<file path="src/scan_readout_pkg.sv">
// constants shared by the scan readout configuration block
package scan_readout_pkg;

  // register port
  localparam int REG_ADDR_W = 8;
  localparam int REG_DATA_W = 8;

  // register map
  localparam logic [7:0] VERT_CTRL_ADDR = 8'h11;
  localparam logic [7:0] HORIZ_CTRL_ADDR = 8'h13;
  localparam logic [7:0] INTEG_CFG_ADDR = 8'h15;

  // reset values
  localparam logic [7:0] VERT_CTRL_RST = 8'h04;
  localparam logic [7:0] HORIZ_CTRL_RST = 8'h04;
  localparam logic [7:0] INTEG_CFG_RST = 8'h08;

  // implemented bits; the rest read as zero
  localparam logic [7:0] VERT_CTRL_MASK = 8'h06;
  localparam logic [7:0] HORIZ_CTRL_MASK = 8'h07;
  localparam logic [7:0] INTEG_CFG_MASK = 8'h08;
  localparam logic [7:0] READ_IDLE = 8'h00;

  // field positions
  localparam int ROW_ORDER_BIT = 2;
  localparam int ROW_SKIP_BIT = 1;
  localparam int COL_ORDER_BIT = 2;
  localparam int COL_SKIP_BIT = 1;
  localparam int COL_AVG_BIT = 0;
  localparam int PARTIAL_INT_BIT = 3;

  // address strides
  localparam int STRIDE_FULL = 1;
  localparam int STRIDE_SKIP = 2;

  typedef enum logic [1:0] {
    SCAN_IDLE,
    SCAN_ARM,
    SCAN_RUN
  } scan_state_t;

endpackage

</file>
<file path="src/shadow_reg.sv">
// double-buffered register: shadow written by software, active loaded at frame boundary
`timescale 1ns/100ps
`default_nettype none

module shadow_reg
  import scan_readout_pkg::*;
#(
  parameter int W = 8,
  parameter logic [W-1:0] RST = '0,
  parameter logic [W-1:0] MASK = '1
) (
  // clock and reset
  input wire logic clk_in,
  input wire logic reset_in,
  // software side
  input wire logic wr_en_in,
  input wire logic [W-1:0] wr_data_in,
  // frame boundary
  input wire logic load_in,
  // values
  output logic [W-1:0] shadow_out,
  output logic [W-1:0] active_out
);

  typedef struct packed {
    logic [W-1:0] shadow;
    logic [W-1:0] active;
  } sreg_t;

  sreg_t q_ff;
  sreg_t nxt_q;

  // a write in the load cycle lands in the shadow; active takes the older value
  always_comb begin
    nxt_q = q_ff;
    if (wr_en_in) begin
      nxt_q.shadow = wr_data_in & MASK;
    end
    if (load_in) begin
      nxt_q.active = q_ff.shadow;
    end
  end

  always_ff @(posedge clk_in) begin
    if (reset_in) begin
      q_ff <= '{shadow: RST, active: RST};
    end else begin
      q_ff <= nxt_q;
    end
  end

  assign shadow_out = q_ff.shadow;
  assign active_out = q_ff.active;

endmodule

`default_nettype wire

</file>
<file path="src/addr_stepper.sv">
// row or column address walker with direction and skip
`timescale 1ns/100ps
`default_nettype none

module addr_stepper
  import scan_readout_pkg::*;
#(
  parameter int N = 64,
  parameter int W = $clog2(N)
) (
  // clock and reset
  input wire logic clk_in,
  input wire logic reset_in,
  // control
  input wire logic start_in,
  input wire logic step_in,
  input wire logic reverse_in,
  input wire logic skip_in,
  // address
  output logic [W-1:0] addr_out,
  output logic last_out
);

  localparam logic [W-1:0] LAST_IDX = W'(N - 1);

  typedef struct packed {
    logic [W-1:0] addr;
  } step_t;

  step_t q_ff;
  step_t nxt_q;
  logic [W-1:0] stride;

  always_comb begin
    stride = skip_in ? W'(STRIDE_SKIP) : W'(STRIDE_FULL);
    nxt_q = q_ff;
    if (start_in) begin
      nxt_q.addr = reverse_in ? LAST_IDX : '0;
    end else if (step_in) begin
      nxt_q.addr = reverse_in ? q_ff.addr - stride : q_ff.addr + stride;
    end
  end

  // last when one more stride would leave the array
  assign last_out = reverse_in ? (q_ff.addr < stride) : (q_ff.addr > LAST_IDX - stride);
  assign addr_out = q_ff.addr;

  always_ff @(posedge clk_in) begin
    if (reset_in) begin
      q_ff <= '0;
    end else begin
      q_ff <= nxt_q;
    end
  end

endmodule

`default_nettype wire

</file>
<file path="src/scan_readout_config.sv">
// scan readout configuration: double-buffered scan registers and row/column sequencing
//
// How it works
// - row order bit 1 (default) scans top to bottom, 0 bottom to top.
// - row skip bit 1 skips rows; 0 (default) reads every row.
// - column order bit 1 (default) reads left to right, 0 right to left.
// - column skip bit 1 skips columns; 0 (default) reads every column.
// - column average bit 1 averages neighbouring columns; 0 (default) none.
// - partial frame integration bit 1 (default) integrates per partial frame.
// - clearing partial frame integration bit turns partial frame integration off.
//
// Design decision made here: the strobed register port.
`timescale 1ns/100ps
`default_nettype none

module scan_readout_config
  import scan_readout_pkg::*;
#(
  parameter int ROWS = 64,
  parameter int COLS = 64,
  parameter int PIX_W = 8,
  parameter int ROW_W = $clog2(ROWS),
  parameter int COL_W = $clog2(COLS)
) (
  // clock and reset
  input wire logic clk_in,
  input wire logic reset_in,
  // register port
  input wire logic [REG_ADDR_W-1:0] reg_addr_in,
  input wire logic [REG_DATA_W-1:0] reg_wdata_in,
  input wire logic reg_wr_in,
  input wire logic reg_rd_in,
  output logic [REG_DATA_W-1:0] reg_rdata_out,
  // frame control
  input wire logic frame_start_in,
  output logic frame_busy_out,
  output logic frame_done_out,
  // pixel array addressing
  output logic [ROW_W-1:0] row_addr_out,
  output logic [COL_W-1:0] col_addr_out,
  output logic addr_valid_out,
  // pixel data, one cycle after its address
  input wire logic [PIX_W-1:0] pixel_data_in,
  output logic [PIX_W-1:0] pixel_out,
  output logic pixel_valid_out,
  output logic row_end_out,
  // integration setting for exposure timing
  output logic partial_frame_integration_enable_out
);

  typedef struct packed {
    scan_state_t st;
    logic [REG_DATA_W-1:0] rd_data;
    logic samp_valid;
    logic samp_last;
    logic pair_phase;
    logic [PIX_W-1:0] pair_first;
    logic pix_valid;
    logic [PIX_W-1:0] pix;
    logic row_end;
    logic frame_done;
  } ctl_t;

  ctl_t q_ff;
  ctl_t nxt_q;

  ////////////////////////////////////////////////////////////////////////
  // registers

  logic accept;
  logic wr_vert;
  logic wr_horiz;
  logic wr_integ;
  logic [REG_DATA_W-1:0] vert_shadow;
  logic [REG_DATA_W-1:0] vert_active;
  logic [REG_DATA_W-1:0] horiz_shadow;
  logic [REG_DATA_W-1:0] horiz_active;
  logic [REG_DATA_W-1:0] integ_shadow;
  logic [REG_DATA_W-1:0] integ_active;

  assign accept = frame_start_in && (q_ff.st == SCAN_IDLE);
  assign wr_vert = reg_wr_in && (reg_addr_in == VERT_CTRL_ADDR);
  assign wr_horiz = reg_wr_in && (reg_addr_in == HORIZ_CTRL_ADDR);
  assign wr_integ = reg_wr_in && (reg_addr_in == INTEG_CFG_ADDR);

  // actives only move on an accepted frame start, so a frame never mixes settings
  shadow_reg #(.W(REG_DATA_W), .RST(VERT_CTRL_RST), .MASK(VERT_CTRL_MASK)) u_vert (
    .clk_in(clk_in),
    .reset_in(reset_in),
    .wr_en_in(wr_vert),
    .wr_data_in(reg_wdata_in),
    .load_in(accept),
    .shadow_out(vert_shadow),
    .active_out(vert_active)
  );

  shadow_reg #(.W(REG_DATA_W), .RST(HORIZ_CTRL_RST), .MASK(HORIZ_CTRL_MASK)) u_horiz (
    .clk_in(clk_in),
    .reset_in(reset_in),
    .wr_en_in(wr_horiz),
    .wr_data_in(reg_wdata_in),
    .load_in(accept),
    .shadow_out(horiz_shadow),
    .active_out(horiz_active)
  );

  // low reserved bits are masked off, so a careless host cannot disturb them
  shadow_reg #(.W(REG_DATA_W), .RST(INTEG_CFG_RST), .MASK(INTEG_CFG_MASK)) u_integ (
    .clk_in(clk_in),
    .reset_in(reset_in),
    .wr_en_in(wr_integ),
    .wr_data_in(reg_wdata_in),
    .load_in(accept),
    .shadow_out(integ_shadow),
    .active_out(integ_active)
  );

  logic row_fwd;
  logic row_skip;
  logic col_fwd;
  logic col_skip;
  logic col_avg;

  assign row_fwd = vert_active[ROW_ORDER_BIT];
  assign row_skip = vert_active[ROW_SKIP_BIT];
  assign col_fwd = horiz_active[COL_ORDER_BIT];
  assign col_skip = horiz_active[COL_SKIP_BIT];
  assign col_avg = horiz_active[COL_AVG_BIT];
  assign partial_frame_integration_enable_out = integ_active[PARTIAL_INT_BIT];

  ////////////////////////////////////////////////////////////////////////
  // address walkers

  logic row_last;
  logic col_last;
  logic running;
  logic arming;
  logic col_restart;
  logic col_adv;
  logic row_adv;

  assign running = (q_ff.st == SCAN_RUN);
  assign arming = (q_ff.st == SCAN_ARM);
  assign col_restart = arming || (running && col_last);
  assign col_adv = running && !col_last;
  assign row_adv = running && col_last && !row_last;

  addr_stepper #(.N(ROWS), .W(ROW_W)) u_rows (
    .clk_in(clk_in),
    .reset_in(reset_in),
    .start_in(arming),
    .step_in(row_adv),
    .reverse_in(!row_fwd),
    .skip_in(row_skip),
    .addr_out(row_addr_out),
    .last_out(row_last)
  );

  addr_stepper #(.N(COLS), .W(COL_W)) u_cols (
    .clk_in(clk_in),
    .reset_in(reset_in),
    .start_in(col_restart),
    .step_in(col_adv),
    .reverse_in(!col_fwd),
    .skip_in(col_skip),
    .addr_out(col_addr_out),
    .last_out(col_last)
  );

  ////////////////////////////////////////////////////////////////////////
  // sequencing, pixel path and read-back

  logic [PIX_W:0] pair_sum;

  assign pair_sum = {1'b0, q_ff.pair_first} + {1'b0, pixel_data_in};

  always_comb begin
    nxt_q = q_ff;
    nxt_q.frame_done = 1'b0;
    case (q_ff.st)
      SCAN_IDLE: begin
        if (accept) begin
          nxt_q.st = SCAN_ARM;
        end
      end
      SCAN_ARM: begin
        nxt_q.st = SCAN_RUN;
      end
      SCAN_RUN: begin
        if (col_last && row_last) begin
          nxt_q.st = SCAN_IDLE;
          nxt_q.frame_done = 1'b1;
        end
      end
      default: begin
        nxt_q.st = SCAN_IDLE;
      end
    endcase
    nxt_q.samp_valid = running;
    nxt_q.samp_last = running && col_last;
    nxt_q.pix_valid = 1'b0;
    nxt_q.row_end = 1'b0;
    if (q_ff.samp_valid) begin
      if (col_avg) begin
        if (q_ff.pair_phase) begin
          nxt_q.pix = pair_sum[PIX_W:1];
          nxt_q.pix_valid = 1'b1;
          nxt_q.pair_phase = 1'b0;
        end else begin
          nxt_q.pair_first = pixel_data_in;
          nxt_q.pair_phase = 1'b1;
        end
      end else begin
        nxt_q.pix = pixel_data_in;
        nxt_q.pix_valid = 1'b1;
      end
      // an unpaired last column is dropped rather than carried into the next row
      if (q_ff.samp_last) begin
        nxt_q.pair_phase = 1'b0;
        nxt_q.row_end = 1'b1;
      end
    end
    nxt_q.rd_data = READ_IDLE;
    if (reg_rd_in) begin
      case (reg_addr_in)
        VERT_CTRL_ADDR: nxt_q.rd_data = vert_shadow;
        HORIZ_CTRL_ADDR: nxt_q.rd_data = horiz_shadow;
        INTEG_CFG_ADDR: nxt_q.rd_data = integ_shadow;
        default: nxt_q.rd_data = READ_IDLE;
      endcase
    end
  end

  always_ff @(posedge clk_in) begin
    if (reset_in) begin
      q_ff <= '{st: SCAN_IDLE, default: '0};
    end else begin
      q_ff <= nxt_q;
    end
  end

  assign reg_rdata_out = q_ff.rd_data;
  assign frame_busy_out = (q_ff.st != SCAN_IDLE);
  assign frame_done_out = q_ff.frame_done;
  assign addr_valid_out = running;
  assign pixel_out = q_ff.pix;
  assign pixel_valid_out = q_ff.pix_valid;
  assign row_end_out = q_ff.row_end;

  ////////////////////////////////////////////////////////////////////////
  // checks

  localparam logic [ROW_W-1:0] ROW_LAST_IDX = ROW_W'(ROWS - 1);
  localparam logic [COL_W-1:0] COL_LAST_IDX = COL_W'(COLS - 1);
endmodule

`default_nettype wire

</file>
<file path="config.mk">
export PLATFORM = sky130hd
export DESIGN_NAME = scan_readout_config
export DESIGN_NICKNAME = d
export VERILOG_FILES = /design/src/scan_readout_pkg.sv /design/src/shadow_reg.sv /design/src/addr_stepper.sv /design/src/scan_readout_config.sv
export SDC_FILE = /design/constraint.sdc
export NUM_CORES = 1
export LEC_CHECK = 0
export ABC_AREA = 1
export BUFFER_PORTS_ARGS = -buffer_cell sky130_fd_sc_hd__buf_2
export CORE_UTILIZATION = 45
export CTS_CLUSTER_SIZE = 28
export DETAILED_ROUTE_END_ITERATION = 8
export PLACE_DENSITY = 0.67
export SETUP_SLACK_MARGIN = 0.2
export SLEW_MARGIN = 10
export SYNTH_ARGS = -nofsm -noshare
export SYNTH_HDL_FRONTEND = slang
export SYNTH_SLANG_ARGS = --single-unit
</file>
<file path="constraint.sdc">
create_clock -name clk_in -period 3.5 [get_ports clk_in]
set_input_delay 0.525 -clock clk_in [delete_from_list [all_inputs] [get_ports clk_in]]
set_output_delay 0.525 -clock clk_in [all_outputs]
set_load 0.02 [all_outputs]
</file>
==> run metrics, run 1 <==
outcome=finished clean; R2R Setup Slk=1330 ps; die area=0.007491 mm^2; Mapped Avg Cell Area=7.024 um^2; Synth Flop Type=dfxtp_1; Pwr Density=525.1 mW/mm^2; vias in the first global route=2711; Post-DRT Antenna Nets=0; Pre-antenna DRT Iters=4; Max-Cap Viols=0; WL per Instance=11.43 um; Final TNS setup=0 ps; largest area contributor in the netlist=dfxtp_1; htree depth=2; crit-path max FO=6; Hold Violations, Final=0; first-pass GRT wire length=11830 um; Hold Crit Endpoint=u_integ.shadow_out[3]; worst rel slew slack=0.4914; nets=551; crit end category=register; crit path launch=u_vert.active_out[1]; fraction of registers with async set/reset=0; crit path DAT=2340 ps; IO Pins=63; Site Rows=30; Yosys reg bits=52; Die Ht=86.55 um; Clk Latency, worst-skew pair=310 ps; top cell types by occurrence after synthesis=86 x nand2_1, 62 x inv_1, 52 x dfxtp_1; Post-Syn Area=0.003217 mm^2; Pleak=1.777 nW; initial antenna violation count=0; synthesis-to-layout area growth=9.607%; nature of the critical path startpoint=register; CTS tree=yes; DPL Wire Length=5092 um; critical path class=reg2reg; GRT Overall Usage=0.1960; EDFF count, synth=0; port bufs=54; Antenna diodes=0; Iter 0 DRT Violations=171; Die X=86.55 um; Crit Reg-Reg Endpoint=q_ff[31]; setup violators final=0; post_cts resized=0; Critical Path RT=3680 ps; Peak supply drop=0.2657 mV; worst hold stages=3; fin crit period=2167 ps; GR Overflow Total=0; area share of the largest cell type after synthesis=0.3236; layout cell share with drive strength beyond 1=0.1650; Post-CTS Setup Inserts=0; CTS Buf Count=5; RSZ-0062 raised after global routing=false; HP Class=in2reg; Vias/cell=4.874; crit share post-route=0.6192; Clock Path Buffers=2; Synth Instances=458; most common cell in the netlist=nand2_1; largest net degree at the start of global routing=26; reg2reg start=u_vert.active_out[1]; Storage cell area=0.001041 mm^2; CTS Root Cell=clkbuf_8; core area=0.006832 mm^2; GPL Wtd Cong=0.8540; # fillers=706; Residual DRC=0; maximum clock frequency=461.4 MHz; routed vias=2890; CTS Sinks=52; Cell variety after synth=35; final max-slew violation count=0; DRT Wirelength=6777 um; HP Start=reg_wdata_in[3]; CTS Hold Bufs=0; Register-to-Register Path Depth=13; Clk pin slew, worst setup/hold paths=100 ps; footprint of the multi-input gates=0.001769 mm^2; Layout Skew=13.31 ps; fin util=0.5161; Initial Util=0.4709; Seq/Total Area, Yosys=0.3236; Syn. warnings=0; Total Power Consumption=1.851 mW; Least-Margin Pin Slew=762.1 ps; top cells by area, synth=dfxtp_1 32%, nand2_1 10%, ha_1 8.2%, a21oi_1 7.8%, inv_1 7.2%
==> power breakdown <==
group          switching (mW)  internal (mW)  leakage (nW)
combinational           0.473          0.267          1.31
sequential             0.0909          0.663         0.423
clock                   0.214          0.143        0.0414
total                   0.779           1.07          1.78
==> layout make-up <==
class | count | share of cell area
Clock buffer | 6 | 0.02058
Timing Repair Buffer | 54 | 0.07665
Inverter | 63 | 0.06707
Sequential cell | 52 | 0.2952
Tap cell | 96 | 0.03407
Clock inverter | 2 | 0.004613
Multi-Input combinational cell | 320 | 0.5018
==> flip-flops by register name, summed over array words and instances (netlist names) <==
register / count
row_end_out: 1
pixel_out: 8
u_integ.shadow_out: 1
u_integ.active_out: 1
u_rows.addr_out: 6
reg_rdata_out: 4
u_horiz.active_out: 3
u_horiz.shadow_out: 3
u_vert.shadow_out: 2
frame_done_out: 1
u_vert.active_out: 2
q_ff: 13
pixel_valid_out: 1
u_cols.addr_out: 6
==> through the flow <==
stage | hold slack [ps] | area (um^2) | cells | setup WS [ps]
2_1_floorplan | 418.0 | 3228 | 461 | 1549
3_3_place_gp | 430.9 | 3437 | 585 | 1379
3_5_place_dp | 441.3 | 3437 | 585 | 1360
4_1_cts | 429.7 | 3526 | 593 | 1329
5_1_grt | 430.3 | 3526 | 593 | 1060
6_report | 435.1 | 3526 | 593 | 1333
==> cells by family (layout without fill, tap and decap cells) <==
family / Yosys count / after routing / synth area share
fa+ha+maj: 26 / 26 / 0.1128
other cells: 1 / 4 / 0.001166
compound gates: 104 / 104 / 0.1762
flops: 52 / 52 / 0.3236
buf+inv: 89 / 125 / 0.1299
xor+xnor: 2 / 2 / 0.005446
simple gates: 184 / 184 / 0.2509
==> worst max path at each step <==
stage	endpoint	depth (start not counted)
after global placement	u_rows.addr_out[3]	12
after global routing	u_rows.addr_out[1]	12
after CTS	u_rows.addr_out[5]	12
after floorplan	q_ff[30]	13
after detailed placement	q_ff[31]	13
final	q_ff[31]	13
==> critical path, cell delays in order (launching register included) <==
cell and delay [ps]:
dfxtp_1 350, inv_1 200, ha_1 210, inv_1 50, fa_1 350, or2_4 240
nor2_1 90, nand2_1 70, nand2_2 120, nand2_1 70, nand2_2 80, nand2_1 80
nand2_1 80, a21oi_2 50
==> routing by layer <==
layer / wire, um / GRT usage / vias to the layer above
li1: - / - / 1538
met1: 3136 / 0.2504 / 1290
met2: 3285 / 0.3492 / 58
met3: 312 / 0.02952 / 4
met4: 42 / 0.04242 / 0
met5: 0 / 0 / -
==> cells in the final DEF (no fill, tap or decap), drive strengths merged, types with 4 or more instances in the layout <==
cell	netlist	routed
o211ai	4	4
nand4	6	6
buf	21	54
dfxtp	52	52
inv	63	63
fa	5	5
nand2	95	95
conb	1	4
nor2	47	47
a21oi	53	53
nand3	24	24
o21ai	42	42
clkbuf	5	6
ha	21	21
(Power assumes the default switching activity.)
==> inputs of run 2 (changes only) <==
--- a/config.mk
+++ b/config.mk
@@ -5,7 +5,7 @@
 export SDC_FILE = /design/constraint.sdc
 export NUM_CORES = 1
 export LEC_CHECK = 0
-export ABC_AREA = 1
+export ABC_AREA = 0
 export BUFFER_PORTS_ARGS = -buffer_cell sky130_fd_sc_hd__buf_2
 export CORE_UTILIZATION = 45
 export CTS_CLUSTER_SIZE = 28
==> constraint.sdc (replaced) <==
create_clock -name clk_in -period 2.2 [get_ports clk_in]
set_input_delay 0.33 -clock clk_in [delete_from_list [all_inputs] [get_ports clk_in]]
set_output_delay 0.33 -clock clk_in [all_outputs]
set_load 0.02 [all_outputs]
==> run metrics, run 2 <==
Mapped Avg Cell Area=8.399 um^2 (was 7.024 um^2); final max-slew violation count=0 (unchanged); Clk Latency, worst-skew pair=310 ps (about the same); first-pass GRT wire length=12560 um (was 11830 um); Total Power Consumption=3.163 mW (was 1.851 mW); DPL Wire Length=5605 um (was 5092 um); failing checks=negative setup slack; Pre-antenna DRT Iters=4 (unchanged); Vias/cell=5.274 (was 4.874); CTS tree=yes (unchanged); Seq/Total Area, Yosys=0.3236 (unchanged); CTS Root Cell=clkbuf_8 (unchanged); Pwr Density=810.6 mW/mm^2 (was 525.1 mW/mm^2); layout cell share with drive strength beyond 1=0.3011 (was 0.1650); Residual DRC=0 (unchanged); Yosys reg bits=52 (unchanged); Die Ht=86.55 um (unchanged); Clock Path Buffers=2 (unchanged); crit share post-route=1.161 (was 0.6192); setup violators final=16 (was 0); Iter 0 DRT Violations=179 (was 171); Die X=86.55 um (unchanged); outcome=finished with violations (was finished clean); crit-path max FO=5 (was 6); Synth Instances=383 (was 458); port bufs=54 (unchanged); nets=509 (was 551); critical path class=reg2reg (unchanged); Max-Cap Viols=0 (unchanged); R2R Setup Slk=-350 ps (was 1330 ps); top cells by area, synth=dfxtp_1 32%, ha_1 8.2%, nand2_1 4.6%, nand3_1 4.0%, a21oi_1 3.9% (was dfxtp_1 32%, nand2_1 10%, ha_1 8.2%, a21oi_1 7.8%, inv_1 7.2%); Cell variety after synth=68 (was 35); worst rel slew slack=0.5949 (was 0.4914); CTS Sinks=52 (unchanged); HP Start=reg_wdata_in[3] (unchanged); die area=0.007491 mm^2 (unchanged); max reg flops=13 (unchanged); htree depth=2 (unchanged); Site Rows=30 (unchanged); DRT Wirelength=7343 um (was 6777 um); Crit Reg-Reg Endpoint=u_rows.addr_out[5] (was q_ff[31]); GR Overflow Total=0 (unchanged); most common cell in the netlist=dfxtp_1 (was nand2_1); WL per Instance=13.33 um (was 11.43 um); CTS Buf Count=5 (unchanged); # fillers=658 (was 706); GPL Wtd Cong=0.8600 (was 0.8540); CTS Hold Bufs=0 (unchanged); routed vias=2906 (was 2890); Register-to-Register Path Depth=9 (was 13); HP Class=in2reg (unchanged); reg2reg start=u_horiz.active_out[1] (was u_vert.active_out[1]); Post-DRT Antenna Nets=0 (unchanged); core area=0.006832 mm^2 (unchanged); top cell types by occurrence after synthesis=52 x dfxtp_1, 39 x nand2_1, 28 x nor2_1 (was 86 x nand2_1, 62 x inv_1, 52 x dfxtp_1); largest net degree at the start of global routing=26 (unchanged); nature of the critical path startpoint=register (unchanged); synthesis-to-layout area growth=21.31% (was 9.607%); RSZ-0062 raised after global routing=true (was false); Hold Crit Endpoint=u_integ.shadow_out[3] (unchanged); area share of the largest cell type after synthesis=0.3236 (unchanged); Finished Layout Cells=551 (was 593); vias in the first global route=2835 (was 2711); Initial Util=0.4709 (unchanged); Reg with most FFs=q_ff (unchanged); most common cell after layout, fill and taps aside=buf_2 (was nand2_1); Critical Path RT=2390 ps (was 3680 ps); initial antenna violation count=0 (unchanged); fin crit period=2554 ps (was 2167 ps); Synth Flop Type=dfxtp_1 (unchanged); worst hold stages=3 (unchanged); Clk pin slew, worst setup/hold paths=100 ps (about the same); Peak supply drop=0.4254 mV (was 0.2657 mV); maximum clock frequency=391.5 MHz (was 461.4 MHz); IO Pins=63 (unchanged); min setup slack post-route=-354.0 ps (was 1333 ps); Post-Syn Area=0.003217 mm^2 (unchanged); Syn. warnings=0 (unchanged); crit end category=register (unchanged); EDFF count, synth=0 (unchanged); Layout Skew=2.891 ps (was 13.31 ps); Least-Margin Pin Slew=605.8 ps (was 762.1 ps); Pleak=1.785 nW (was 1.777 nW); crit path DAT=2750 ps (was 2340 ps); GRT Overall Usage=0.2105 (was 0.1960); most frequent cells in the layout=54 x buf_2, 48 x dfxtp_1, 40 x buf_4 (was 86 x nand2_1, 62 x inv_1, 54 x buf_2); Placed Cells=538 (was 585); fraction of registers with async set/reset=0 (unchanged); largest area contributor in the netlist=dfxtp_1 (unchanged); Hold Violations, Final=0 (unchanged); Antenna diodes=0 (unchanged)
-- run 2: cell count changes in the layout (fill, tap and decap cells not counted), moves of 5 or more --
cell / delta
a21oi_1: -27
nand2_1: -47
nand2_2: -7
a211o_1: +5
inv_4: +5
nor2b_1: +6
o21ai_0: -19
buf_4: +40
nor2_1: -17
inv_1: -49
mux2i_1: +12
-- run 2: worst max path at each step --
stage | slack, ps | end | cells after the start | from
2_1_floorplan | -410 | u_rows.addr_out[5] | 10 | u_cols.addr_out[0]
3_3_place_gp | -320 | u_rows.addr_out[5] | 9 | u_horiz.active_out[1]
3_5_place_dp | -340 | u_rows.addr_out[5] | 9 | u_horiz.active_out[1]
4_1_cts | -360 | u_rows.addr_out[5] | 9 | u_horiz.active_out[1]
5_1_grt | -430 | u_rows.addr_out[5] | 9 | u_cols.addr_out[0]
6_report | -350 | u_rows.addr_out[5] | 9 | u_horiz.active_out[1]
-- run 2: cell families after synthesis --
kind of cell	Yosys count	share of synthesized area
flip-flops	52	0.3236
other	1	0.001166
adder cells (fa/ha/maj)	26	0.1128
multiplexers	13	0.04084
XOR/XNOR	4	0.01089
AO/OA/AOI/OAI	88	0.1813
AND/OR/NAND/NOR	144	0.2361
buffers and inverters	55	0.09335
-- run 2: routing by layer --
layer  wire length, um  GRT usage  vias to the layer above
li1                  -          -                     1484
met4                93    0.08333                        0
met5                 0          0                        -
met1              3476     0.2640                     1345
met3               260    0.03333                        7
met2              3514     0.3615                       70
-- run 2: area by class of cell --
| class | instances | area (um^2) | area share |
|---|---|---|---|
| clock buffers | 5 | 68.82 | 0.01763 |
| clock inverters | 3 | 20.02 | 0.005130 |
| well taps | 96 | 120.1 | 0.03078 |
| repair buffers | 96 | 601.8 | 0.1542 |
| multi-input cells | 279 | 1956 | 0.5011 |
| flip-flops and latches | 52 | 1051 | 0.2693 |
| inverters | 20 | 85.08 | 0.02180 |
-- run 2: repair_timing --
item                       4_1_cts  5_1_grt
hold endpoints to repair         0        0
buffers inserted                 3        2
setup endpoints to repair       16       16
pin swaps                        4        1
resized for setup                8        3
-- run 2: metrics by stage --
stage                     hold slack (ps)    util  TNS (ps)  instance area [um^2]  worst slack, ps
after global placement              450.4  0.5467     -3805                  3735           -315.9
final                               239.8  0.5712     -3521                  3902           -354.0
after detailed placement            458.2  0.5467     -4252                  3735           -343.6
after CTS                           232.4  0.5678     -3606                  3879           -362.6
after floorplan                     445.1       -     -2850                  3279           -405.9
after global routing                251.0  0.5712     -4860                  3902           -428.4
-- run 2: critical path, cell delays in order, from the launching register on --
cell and delay (ps):
dfxtp_2 350, inv_4 80, ha_4 120, inv_2 40, fa_2 330, or4_4 420
or4_4 490, nand2_8 100, a21oi_2 50, or4_4 460
-- run 2: power breakdown --
| group | switching (mW) | internal, mW |
|---|---|---|
| sequential | 0.103 | 1.07 |
| clock | 0.342 | 0.228 |
| combinational | 0.803 | 0.622 |
| total | 1.25 | 1.91 |
